[config.mk]
export PLATFORM = sky130hd
export DESIGN_NAME = capture_reload_timer16
export DESIGN_NICKNAME = d
export VERILOG_FILES = /design/src/design/timer16_pkg.sv /design/src/design/capture_reload_timer16.sv
export SDC_FILE = /design/constraint.sdc
export NUM_CORES = 1
export LEC_CHECK = 0
export BUFFER_PORTS_ARGS = -buffer_cell sky130_fd_sc_hd__buf_2
export CAP_MARGIN = 20
export CORE_MARGIN = 2
export CORE_UTILIZATION = 45
export DETAILED_ROUTE_END_ITERATION = 6
export PLACE_DENSITY = 0.64
export SETUP_SLACK_MARGIN = 0.4
export SKIP_CTS_REPAIR_TIMING = 1
export SLEW_MARGIN = 25
export SYNTH_ARGS = -nofsm -noshare
export SYNTH_HDL_FRONTEND = slang
export SYNTH_SLANG_ARGS = --single-unit
[constraint.sdc]
create_clock -name CLOCK -period 5 [get_ports CLOCK]
set_input_delay 0.5 -clock CLOCK [delete_from_list [all_inputs] [get_ports CLOCK]]
set_output_delay 0.5 -clock CLOCK [all_outputs]
set_load 0.02 [all_outputs]
[src/design/timer16_pkg.sv]
// package for the 16-bit capture/reload timer: register map, field positions, reset values, timing
// assumes a single 10 MHz clock domain and an Avalon-MM slave with 32-bit data
package timer16_pkg;

  // register byte addresses, one aligned word each
  localparam logic [4:0] ADDR_CONTROL   = 5'h00;  // control_register
  localparam logic [4:0] ADDR_MODE      = 5'h04;  // mode_register (down count enable, twelve clock)
  localparam logic [4:0] ADDR_COUNT     = 5'h08;  // count_high:count_low
  localparam logic [4:0] ADDR_RELOAD    = 5'h0C;  // reload_capture_high:reload_capture_low
  localparam logic [4:0] ADDR_IRQ_STAT  = 5'h10;  // sticky event status, write one to clear
  localparam logic [4:0] ADDR_IRQ_MASK  = 5'h14;  // interrupt mask, same layout as status

  // control register field positions, msb to lsb
  localparam int CTL_OVF  = 7;  // overflow_flag
  localparam int CTL_EXT  = 6;  // external_event_flag
  localparam int CTL_RXB  = 5;  // rx_baud_select
  localparam int CTL_TXB  = 4;  // tx_baud_select
  localparam int CTL_TEN  = 3;  // external_trigger_enable
  localparam int CTL_RUN  = 2;  // run_control
  localparam int CTL_SRC  = 1;  // count_source_select
  localparam int CTL_CAP  = 0;  // capture_reload_select

  // mode register field positions
  localparam int MOD_DOWN_COUNT_ENABLE = 0;  // down_count_enable
  localparam int MOD_TWLV = 1;  // twelve clock machine cycle

  // interrupt status / mask positions
  localparam int IRQ_OVF  = 0;  // overflow event
  localparam int IRQ_EXT  = 1;  // trigger pin event
  localparam int IRQ_BAUD = 2;  // baud overflow pulse event

  // reset values
  localparam logic [7:0]  CONTROL_RST = 8'h00;
  localparam logic [1:0]  MODE_RST    = 2'h0;
  localparam logic [15:0] COUNT_RST   = 16'h0000;
  localparam logic [15:0] RELOAD_RST  = 16'h0000;
  localparam logic [2:0]  IRQ_RST     = 3'h0;
  localparam logic [15:0] COUNT_MAX   = 16'hFFFF;

  // timing: machine cycle is 6 (or 12) oscillator periods; the 10 MHz clock is the oscillator
  localparam int CLOCK_NS        = 100;   // clock period in ns
  localparam int OSC_PER_MC6     = 6;     // oscillator periods per machine cycle, six clock mode
  localparam int OSC_PER_MC12    = 12;    // twelve clock mode
  localparam int OSC_PER_STATE6  = 1;     // baud generator tick, six clock mode (osc)
  localparam int OSC_PER_STATE12 = 2;     // baud generator tick, twelve clock mode (osc/2)
  localparam logic [3:0] MC_DIV6   = 4'(OSC_PER_MC6 - 1);
  localparam logic [3:0] MC_DIV12  = 4'(OSC_PER_MC12 - 1);
  localparam logic [3:0] ST_DIV6   = 4'(OSC_PER_STATE6 - 1);
  localparam logic [3:0] ST_DIV12  = 4'(OSC_PER_STATE12 - 1);

endpackage

[src/design/capture_reload_timer16.sv]
// 16-bit timer/counter with capture, up/down auto-reload and baud clock source modes
// assumes one 10 MHz clock, async active-low reset, Avalon-MM slave, pins synchronous to CLOCK
//
// The placing of the registers and the Avalon-MM slave port were decided locally.
`timescale 1ns/1ns
module capture_reload_timer16
  import timer16_pkg::*;
(
  input  wire logic        CLOCK,
  input  wire logic        RSTN,
  // avalon-mm slave
  input  wire logic [4:0]  ADDRESS,
  input  wire logic        READ,
  input  wire logic        WRITE,
  input  wire logic [31:0] WRITEDATA,
  input  wire logic [3:0]  BYTEENABLE,
  output logic [31:0]      READDATA,
  output logic             WAITREQUEST,
  // pins
  input  wire logic        TRIGGER_PIN,
  input  wire logic        COUNT_PIN,
  input  wire logic        AUX_TIMER_OVERFLOW,
  // serial clock pulses and interrupts
  output logic             RX_BAUD_PULSE,
  output logic             TX_BAUD_PULSE,
  output logic             TIMER_IRQ,
  output logic             IRQ
);

  // arithmetic used by up and down stepping
  function automatic logic [15:0] step16(input logic [15:0] v, input logic up);
    step16 = up ? 16'(v + 16'h0001) : 16'(v - 16'h0001);
  endfunction

  // ------------------------------------------------------------------ registers
  logic [7:0]  control_reg;     // control register
  logic [7:0]  control_next;
  logic [1:0]  mode_reg;        // down count enable, twelve clock
  logic [15:0] count_reg;       // count_high:count_low
  logic [15:0] count_next;
  logic [15:0] reload_reg;      // reload_capture_high:reload_capture_low
  logic [15:0] reload_next;
  logic [2:0]  irq_stat_reg;    // sticky events
  logic [2:0]  irq_stat_next;
  logic [2:0]  irq_mask_reg;    // event mask
  logic [3:0]  div_reg;         // machine cycle / state divider
  logic        ack_reg;         // one wait cycle then answer
  logic [31:0] rdata_reg;
  logic        trig_s1_reg;     // synchroniser stage one
  logic        trig_s2_reg;     // synchroniser stage two
  logic        trig_smp_reg;    // machine cycle sample
  logic        cnt_s1_reg;
  logic        cnt_s2_reg;
  logic        cnt_smp_reg;
  logic        rx_pulse_reg;
  logic        tx_pulse_reg;
  logic        timer_irq_reg;
  logic        irq_reg;

  // ------------------------------------------------------------------ decode
  wire         bus_hit   = (READ | WRITE) & ~ack_reg;     // first cycle of a request
  wire         wr_take   = WRITE & ack_reg;               // write lands at the answering edge
  wire         wr_ctl    = wr_take & (ADDRESS == ADDR_CONTROL) & BYTEENABLE[0];
  wire         wr_mode   = wr_take & (ADDRESS == ADDR_MODE) & BYTEENABLE[0];
  wire         wr_cnt_lo = wr_take & (ADDRESS == ADDR_COUNT) & BYTEENABLE[0];
  wire         wr_cnt_hi = wr_take & (ADDRESS == ADDR_COUNT) & BYTEENABLE[1];
  wire         wr_rel_lo = wr_take & (ADDRESS == ADDR_RELOAD) & BYTEENABLE[0];
  wire         wr_rel_hi = wr_take & (ADDRESS == ADDR_RELOAD) & BYTEENABLE[1];
  wire         wr_stat   = wr_take & (ADDRESS == ADDR_IRQ_STAT) & BYTEENABLE[0];
  wire         wr_mask   = wr_take & (ADDRESS == ADDR_IRQ_MASK) & BYTEENABLE[0];

  // control fields
  wire         rx_sel    = control_reg[CTL_RXB];
  wire         tx_sel    = control_reg[CTL_TXB];
  wire         baud_mode = rx_sel | tx_sel;
  wire         trig_en   = control_reg[CTL_TEN];
  wire         run       = control_reg[CTL_RUN];
  wire         src_pin   = control_reg[CTL_SRC];
  wire         capture   = control_reg[CTL_CAP] & ~baud_mode;
  wire         down_count_enable      = mode_reg[MOD_DOWN_COUNT_ENABLE];
  wire         twelve    = mode_reg[MOD_TWLV];

  // ------------------------------------------------------------------ tick generation
  // baud mode runs the timer at the state rate, otherwise once per machine cycle
  wire [3:0]   div_top   = baud_mode ? (twelve ? ST_DIV12 : ST_DIV6)
                                     : (twelve ? MC_DIV12 : MC_DIV6);
  wire         mc_tick   = (div_reg >= div_top);
  // machine cycle sampling of pins; the second synchroniser flop feeds everything
  wire         trig_fall = mc_tick & trig_smp_reg & ~trig_s2_reg;
  wire         cnt_fall  = mc_tick & cnt_smp_reg & ~cnt_s2_reg;
  // the count source selects machine cycles or pin falls
  wire         tick      = run & (src_pin ? cnt_fall : mc_tick);

  // direction: pin high counts up when down counting enabled, never in capture or baud
  wire         down_ok   = down_count_enable & ~capture & ~baud_mode;
  wire         count_up  = ~down_ok | trig_s2_reg;
  // overflow when counting up past FFFF; underflow when the count meets the reload value
  wire         ovf_up    = tick & count_up & (count_reg == COUNT_MAX);
  wire         unf_down  = tick & ~count_up & (count_reg == reload_reg);
  wire         roll      = ovf_up | unf_down;
  // trigger events are honoured only when enabled
  wire         trig_evt  = trig_en & trig_fall;
  wire         trig_act  = trig_evt & ~baud_mode & ~down_ok;
  wire         do_cap    = trig_act & capture;
  wire         do_rel    = trig_act & ~capture;

  // ------------------------------------------------------------------ next state
  always_comb begin
    count_next = count_reg;
    if (tick) begin
      count_next = step16(count_reg, count_up);
    end
    if (ovf_up & ~capture) begin
      count_next = reload_reg;
    end
    if (unf_down) begin
      count_next = COUNT_MAX;
    end
    if (do_rel) begin
      count_next = reload_reg;
    end
    if (wr_cnt_lo) begin
      count_next[7:0] = WRITEDATA[7:0];
    end
    if (wr_cnt_hi) begin
      count_next[15:8] = WRITEDATA[15:8];
    end
  end

  // capture takes the count as it stands before this cycle's step
  always_comb begin
    reload_next = reload_reg;
    if (wr_rel_lo) begin
      reload_next[7:0] = WRITEDATA[7:0];
    end
    if (wr_rel_hi) begin
      reload_next[15:8] = WRITEDATA[15:8];
    end
    if (do_cap) begin
      reload_next = count_reg;
    end
  end

  // flags: software write stores, hardware set wins over a same-cycle clear
  always_comb begin
    control_next = control_reg;
    if (wr_ctl) begin
      control_next = WRITEDATA[7:0];
    end
    if (roll & ~baud_mode) begin
      control_next[CTL_OVF] = 1'b1;
    end
    if (down_ok & roll) begin
      control_next[CTL_EXT] = ~control_reg[CTL_EXT];
    end else if (trig_evt & ~down_ok) begin
      control_next[CTL_EXT] = 1'b1;
    end
  end

  // sticky interrupt status; the toggling event flag of down mode raises nothing
  always_comb begin
    irq_stat_next = irq_stat_reg;
    if (wr_stat) begin
      irq_stat_next = irq_stat_reg & ~WRITEDATA[2:0];
    end
    if (roll & ~baud_mode) begin
      irq_stat_next[IRQ_OVF] = 1'b1;
    end
    if (trig_evt & ~down_ok) begin
      irq_stat_next[IRQ_EXT] = 1'b1;
    end
    if (roll & baud_mode) begin
      irq_stat_next[IRQ_BAUD] = 1'b1;
    end
  end

  // read multiplexer, unmapped addresses read zero
  logic [31:0] rdata_mux;
  always_comb begin
    unique case (ADDRESS)
      ADDR_CONTROL:  rdata_mux = {24'h00_0000, control_reg};
      ADDR_MODE:     rdata_mux = {30'h0000_0000, mode_reg};
      ADDR_COUNT:    rdata_mux = {16'h0000, count_reg};
      ADDR_RELOAD:   rdata_mux = {16'h0000, reload_reg};
      ADDR_IRQ_STAT: rdata_mux = {29'h0000_0000, irq_stat_reg};
      ADDR_IRQ_MASK: rdata_mux = {29'h0000_0000, irq_mask_reg};
      default:       rdata_mux = 32'h0000_0000;
    endcase
  end

  // timer interrupt follows either software-visible flag, except toggling in down mode
  wire timer_irq_next = control_next[CTL_OVF] | (control_next[CTL_EXT] & ~down_ok);
  wire irq_next       = |(irq_stat_next & irq_mask_reg);

  // ------------------------------------------------------------------ bus handshake
  // every access answers on the second edge: waitrequest high in the first cycle
  always_ff @(posedge CLOCK or negedge RSTN) begin
    if (!RSTN) begin
      ack_reg   <= 1'b0;
      rdata_reg <= 32'h0000_0000;
    end else begin
      ack_reg   <= bus_hit;
      rdata_reg <= bus_hit ? rdata_mux : rdata_reg;
    end
  end

  // machine cycle divider
  always_ff @(posedge CLOCK or negedge RSTN) begin
    if (!RSTN) begin
      div_reg <= 4'h0;
    end else begin
      div_reg <= mc_tick ? 4'h0 : 4'(div_reg + 4'h1);
    end
  end

  // pin synchronisers and once-per-machine-cycle samples
  always_ff @(posedge CLOCK or negedge RSTN) begin
    if (!RSTN) begin
      trig_s1_reg  <= 1'b1;
      trig_s2_reg  <= 1'b1;
      trig_smp_reg <= 1'b1;
      cnt_s1_reg   <= 1'b1;
      cnt_s2_reg   <= 1'b1;
      cnt_smp_reg  <= 1'b1;
    end else begin
      trig_s1_reg  <= TRIGGER_PIN;
      trig_s2_reg  <= trig_s1_reg;
      cnt_s1_reg   <= COUNT_PIN;
      cnt_s2_reg   <= cnt_s1_reg;
      if (mc_tick) begin
        trig_smp_reg <= trig_s2_reg;
        cnt_smp_reg  <= cnt_s2_reg;
      end
    end
  end

  // timer state
  always_ff @(posedge CLOCK or negedge RSTN) begin
    if (!RSTN) begin
      control_reg  <= CONTROL_RST;
      mode_reg     <= MODE_RST;
      count_reg    <= COUNT_RST;
      reload_reg   <= RELOAD_RST;
      irq_stat_reg <= IRQ_RST;
      irq_mask_reg <= IRQ_RST;
    end else begin
      control_reg  <= control_next;
      mode_reg     <= wr_mode ? WRITEDATA[1:0] : mode_reg;
      count_reg    <= count_next;
      reload_reg   <= reload_next;
      irq_stat_reg <= irq_stat_next;
      irq_mask_reg <= wr_mask ? WRITEDATA[2:0] : irq_mask_reg;
    end
  end

  // registered outputs: baud pulses, interrupt levels
  always_ff @(posedge CLOCK or negedge RSTN) begin
    if (!RSTN) begin
      rx_pulse_reg  <= 1'b0;
      tx_pulse_reg  <= 1'b0;
      timer_irq_reg <= 1'b0;
      irq_reg       <= 1'b0;
    end else begin
      rx_pulse_reg  <= rx_sel ? roll : AUX_TIMER_OVERFLOW;
      tx_pulse_reg  <= tx_sel ? roll : AUX_TIMER_OVERFLOW;
      timer_irq_reg <= timer_irq_next;
      irq_reg       <= irq_next;
    end
  end

  assign READDATA      = rdata_reg;
  assign WAITREQUEST   = ~ack_reg;
  assign RX_BAUD_PULSE = rx_pulse_reg;
  assign TX_BAUD_PULSE = tx_pulse_reg;
  assign TIMER_IRQ     = timer_irq_reg;
  assign IRQ           = irq_reg;

endmodule

==> metrics.csv <==
stage,metric,value,unit
min_path,Hold Crit Class,in -> async,
clock_network,CTS tree,yes,
power,Flop pwr share,40.7,%
sta,final worst slack,1.022,ns
routing,Post-Route WL,13710,um
synthesis,synthesized area per cell,9.038,sq um
placement,placed cell count,737,
global_routing,initial antenna violation count,0,
placement,Port Buf Inserts,50,
sta,slew margin rel.,31.46,%
synthesis,synth unique cells,60,
die,core footprint,0.01094,sq mm
power,Clock power frac,31.1,%
placement,DPL Wire Length,10000,um
sta,setup_tns,0,ns
power,VDD IR max,177.4,uV
setup_path,R2R cell count,11,
global_routing,GR Overflow Total,0,
synthesis,Post-synth EDFFs,0,
global_routing,first-pass GRT wire length,22560,um
power,Gate power share,28.2,%
synthesis,Post-Syn Area,0.005097,sq mm
setup_path,kind of critical path,reg -> reg,
power,Leak,2.626,nW
sta,Fin. Hold Viols,0,
sta,setup violators final,0,
clock_network,Max clock buf depth,2,
global_routing,global-route usage over all layers,22.93,%
clock_network,clock slew seen by the registers of the worst setup and hold paths,0.07,ns
synthesis,Synth Instances,564,
cells_and_area,nets,676,
die,Die Width,110.4,um
synthesis,Yosys reg bits,79,
run_status,status,completed,
die,FP Rows,38,
routing,"antenna viol nets, final",0,
clock_network,Root Buffer,clkbuf_16,
sta,Tmin final,3.978,ns
setup_path,nature of the critical path startpoint,flop,
setup_path,worst path required time,5.24,ns
synthesis,top_reg_cell synth,dfrtp_1,
die,Initial Utilization,46.61,%
placement,"Cell Area, Placed",0.005391,sq mm
routing,total number of vias,4416,
clock_network,clock sink count,79,
power,power density over the cells,398.6,mW/mm^2
routing,Via-to-Cell Ratio,5.865,
sta,RSZ-0062 raised after global routing,no,
setup_path,reg2reg end,count_reg[13],
sta,Achievable Freq,0.2514,GHz
sta,skew final,0.008945,ns
routing,DRT Pass-1 Iters,5,
synthesis,Ys Warns,0,
die,Top Ports,85,
cells_and_area,final instance area,0.005709,sq mm
setup_path,crit path max fanout,17,
sta,final worst-path cycle share,79.55,%
power,Sw Share,36.50,%
setup_path,Crit. End Element,flop,
power,P_sw,0.8305,mW
cells_and_area,share of layout cells above drive strength 1,16.31,%
cells_and_area,Post-Route Utilization,52.21,%
synthesis,"Seq/Total Area, Yosys",38.93,%
global_routing,vias in the first global route,4186,
setup_path,critical path arrival,4.21,ns
routing,DRC Markers,0,
sta,Final Slew Violations,0,
power,Tot Pwr,2.275,mW
routing,DRT iter0 DRCs,353,
die,Die Y,110.4,um
die,die area,0.01219,sq mm
sta,worst slew pin tran,1.024,ns
synthesis,async set-reset flop share out of synthesis,100.0,%
routing,routed wire length per instance,18.21,um
cells_and_area,fillers,1048,
power,internal power,1.445,mW
cells_and_area,"Area growth, synth to finish",12.00,%
clock_network,htree depth,3,
clock_network,CTS Buf Count,9,
cells_and_area,ANT cells,0,
placement,routability congestion estimate,0.9110,
setup_path,Worst R2R Start,control_reg[5],
placement,DP Worst Slack,1.142,ns
flow_run,max-cap violation count,0,
sta,Hold Slack,0.1650,ns
cells_and_area,Non-Filler Instances,753,
global_routing,pin count of the biggest net entering global routing,80,
clock_network,clock latency on the worst-skew pair,0.35,ns
setup_path,reg2reg setup slack,1.02,ns
[logic make-up after synthesis]
| group | after synthesis | share of synthesized area [%] |
|---|---|---|
| and+or+nand+nor | 204 | 19.34 |
| buffers and inverters | 47 | 5.130 |
| xor gates and xnor gates | 30 | 5.155 |
| DFF | 79 | 38.93 |
| adders and majority gates | 20 | 5.057 |
| other | 1 | 0.07357 |
| AOI/OAI and AO/OA | 139 | 17.48 |
| muxes | 44 | 8.837 |
[cells in the mapped netlist, drive strengths merged, types with 4 or more instances]
cell     n  share of area (%)
a21o    11                1.6
a21oi   40                3.9
and3     5               0.61
buf     24                3.4
clkbuf  12               0.88
dfrtp   73                 36
dfstp    6                3.1
ha      19                4.7
inv     11               0.81
mux2     8                1.8
mux2i   36                7.1
nand2   67                4.9
nand2b   8               0.98
nand3   27                2.7
nand3b   4               0.59
nand4   11                1.4
nor2    49                3.7
nor3     8               0.88
o21a     6               0.88
o21ai   43                4.4
o221ai  11                2.0
or3      8                1.1
xnor2   26                4.5
xor2     4               0.69
[worst max path at each step]
| stage | slack (ns) | depth (start not counted) | startpoint | to |
|---|---|---|---|---|
| 2_1_floorplan | 1.75 | 11 | control_reg[5] | count_reg[14] |
| 3_3_place_gp | 1.16 | 11 | control_reg[5] | count_reg[13] |
| 3_5_place_dp | 1.14 | 11 | control_reg[5] | count_reg[13] |
| 4_1_cts | 1.12 | 11 | control_reg[5] | count_reg[13] |
| 5_1_grt | 0.84 | 11 | control_reg[5] | count_reg[13] |
| 6_report | 1.02 | 11 | control_reg[5] | count_reg[13] |
[cell usage in the layout, fill, tap and decap left out, types with 3 or more instances in the layout]
cell       Yosys  final
dfrtp_1       73     73
nand2_1       67     67
buf_2          2     49
nor2_1        47     47
a21oi_1       40     40
o21ai_0       39     39
mux2i_1       36     36
nand3_1       27     27
xnor2_1       26     26
ha_1          19     19
conb_1         1     16
inv_1         11     11
a21o_1        11     11
nand4_1       11     11
o221ai_1      10     10
clkbuf_16      0      9
nand2b_1       8      8
mux2_2         8      8
or3_1          7      7
nor3_1         7      7
o21a_1         6      6
dfstp_2        6      6
and3_1         5      5
nand3b_1       4      4
xor2_1         4      4
buf_4         16      4
or2_2          3      3
and2_1         3      3
a21boi_0       3      3
o21ai_2        2      3
o21bai_1       3      3
a222oi_1       3      3
a211oi_1       3      3
o22ai_1        3      3
[metal layers]
metal  GRT usage (%)  part of all wire (%)  vias to the layer above
li1                -                     -                     2088
met1           34.34                    47                     2146
met2           33.50                    44                      158
met3           4.226                   6.8                       24
met4           7.333                   2.0                        0
met5               0                     0                        -
[critical path, stage by stage, from the launching register on]
cell and delay [ns]:
dfrtp_1 0.48, or3_4 0.44, or3_1 0.48, inv_1 0.55, ha_1 0.37, a211oi_1 0.23, o21bai_1 0.14, o21ai_0 0.42
a21oi_1 0.15, or3_1 0.32, a21oi_1 0.17, o22ai_1 0.10
[power by group through the flow]
stage / clock network, mW / logic (mW) / registers [mW]
final: 0.707 / 0.642 / 0.927
after global routing: 0.740 / 0.725 / 0.946
after CTS: 0.710 / 0.641 / 0.923
after detailed placement: 0 / 0.637 / 0.935
after global placement: 0 / 0.619 / 0.930
after floorplan: 0 / 0.514 / 0.871
[area by class of cell]
| class | instances | area (sq um) | area share (%) |
|---|---|---|---|
| clock inverters | 7 | 85.08 | 1.490 |
| clock buffers | 9 | 225.2 | 3.945 |
| multi-input cells | 453 | 2912 | 51.00 |
| inverters | 11 | 41.29 | 0.7232 |
| repair buffers | 54 | 286.5 | 5.019 |
| flip-flops and latches | 79 | 1984 | 34.76 |
| well taps | 140 | 175.2 | 3.068 |
Power figures use the tool's default switching activity.
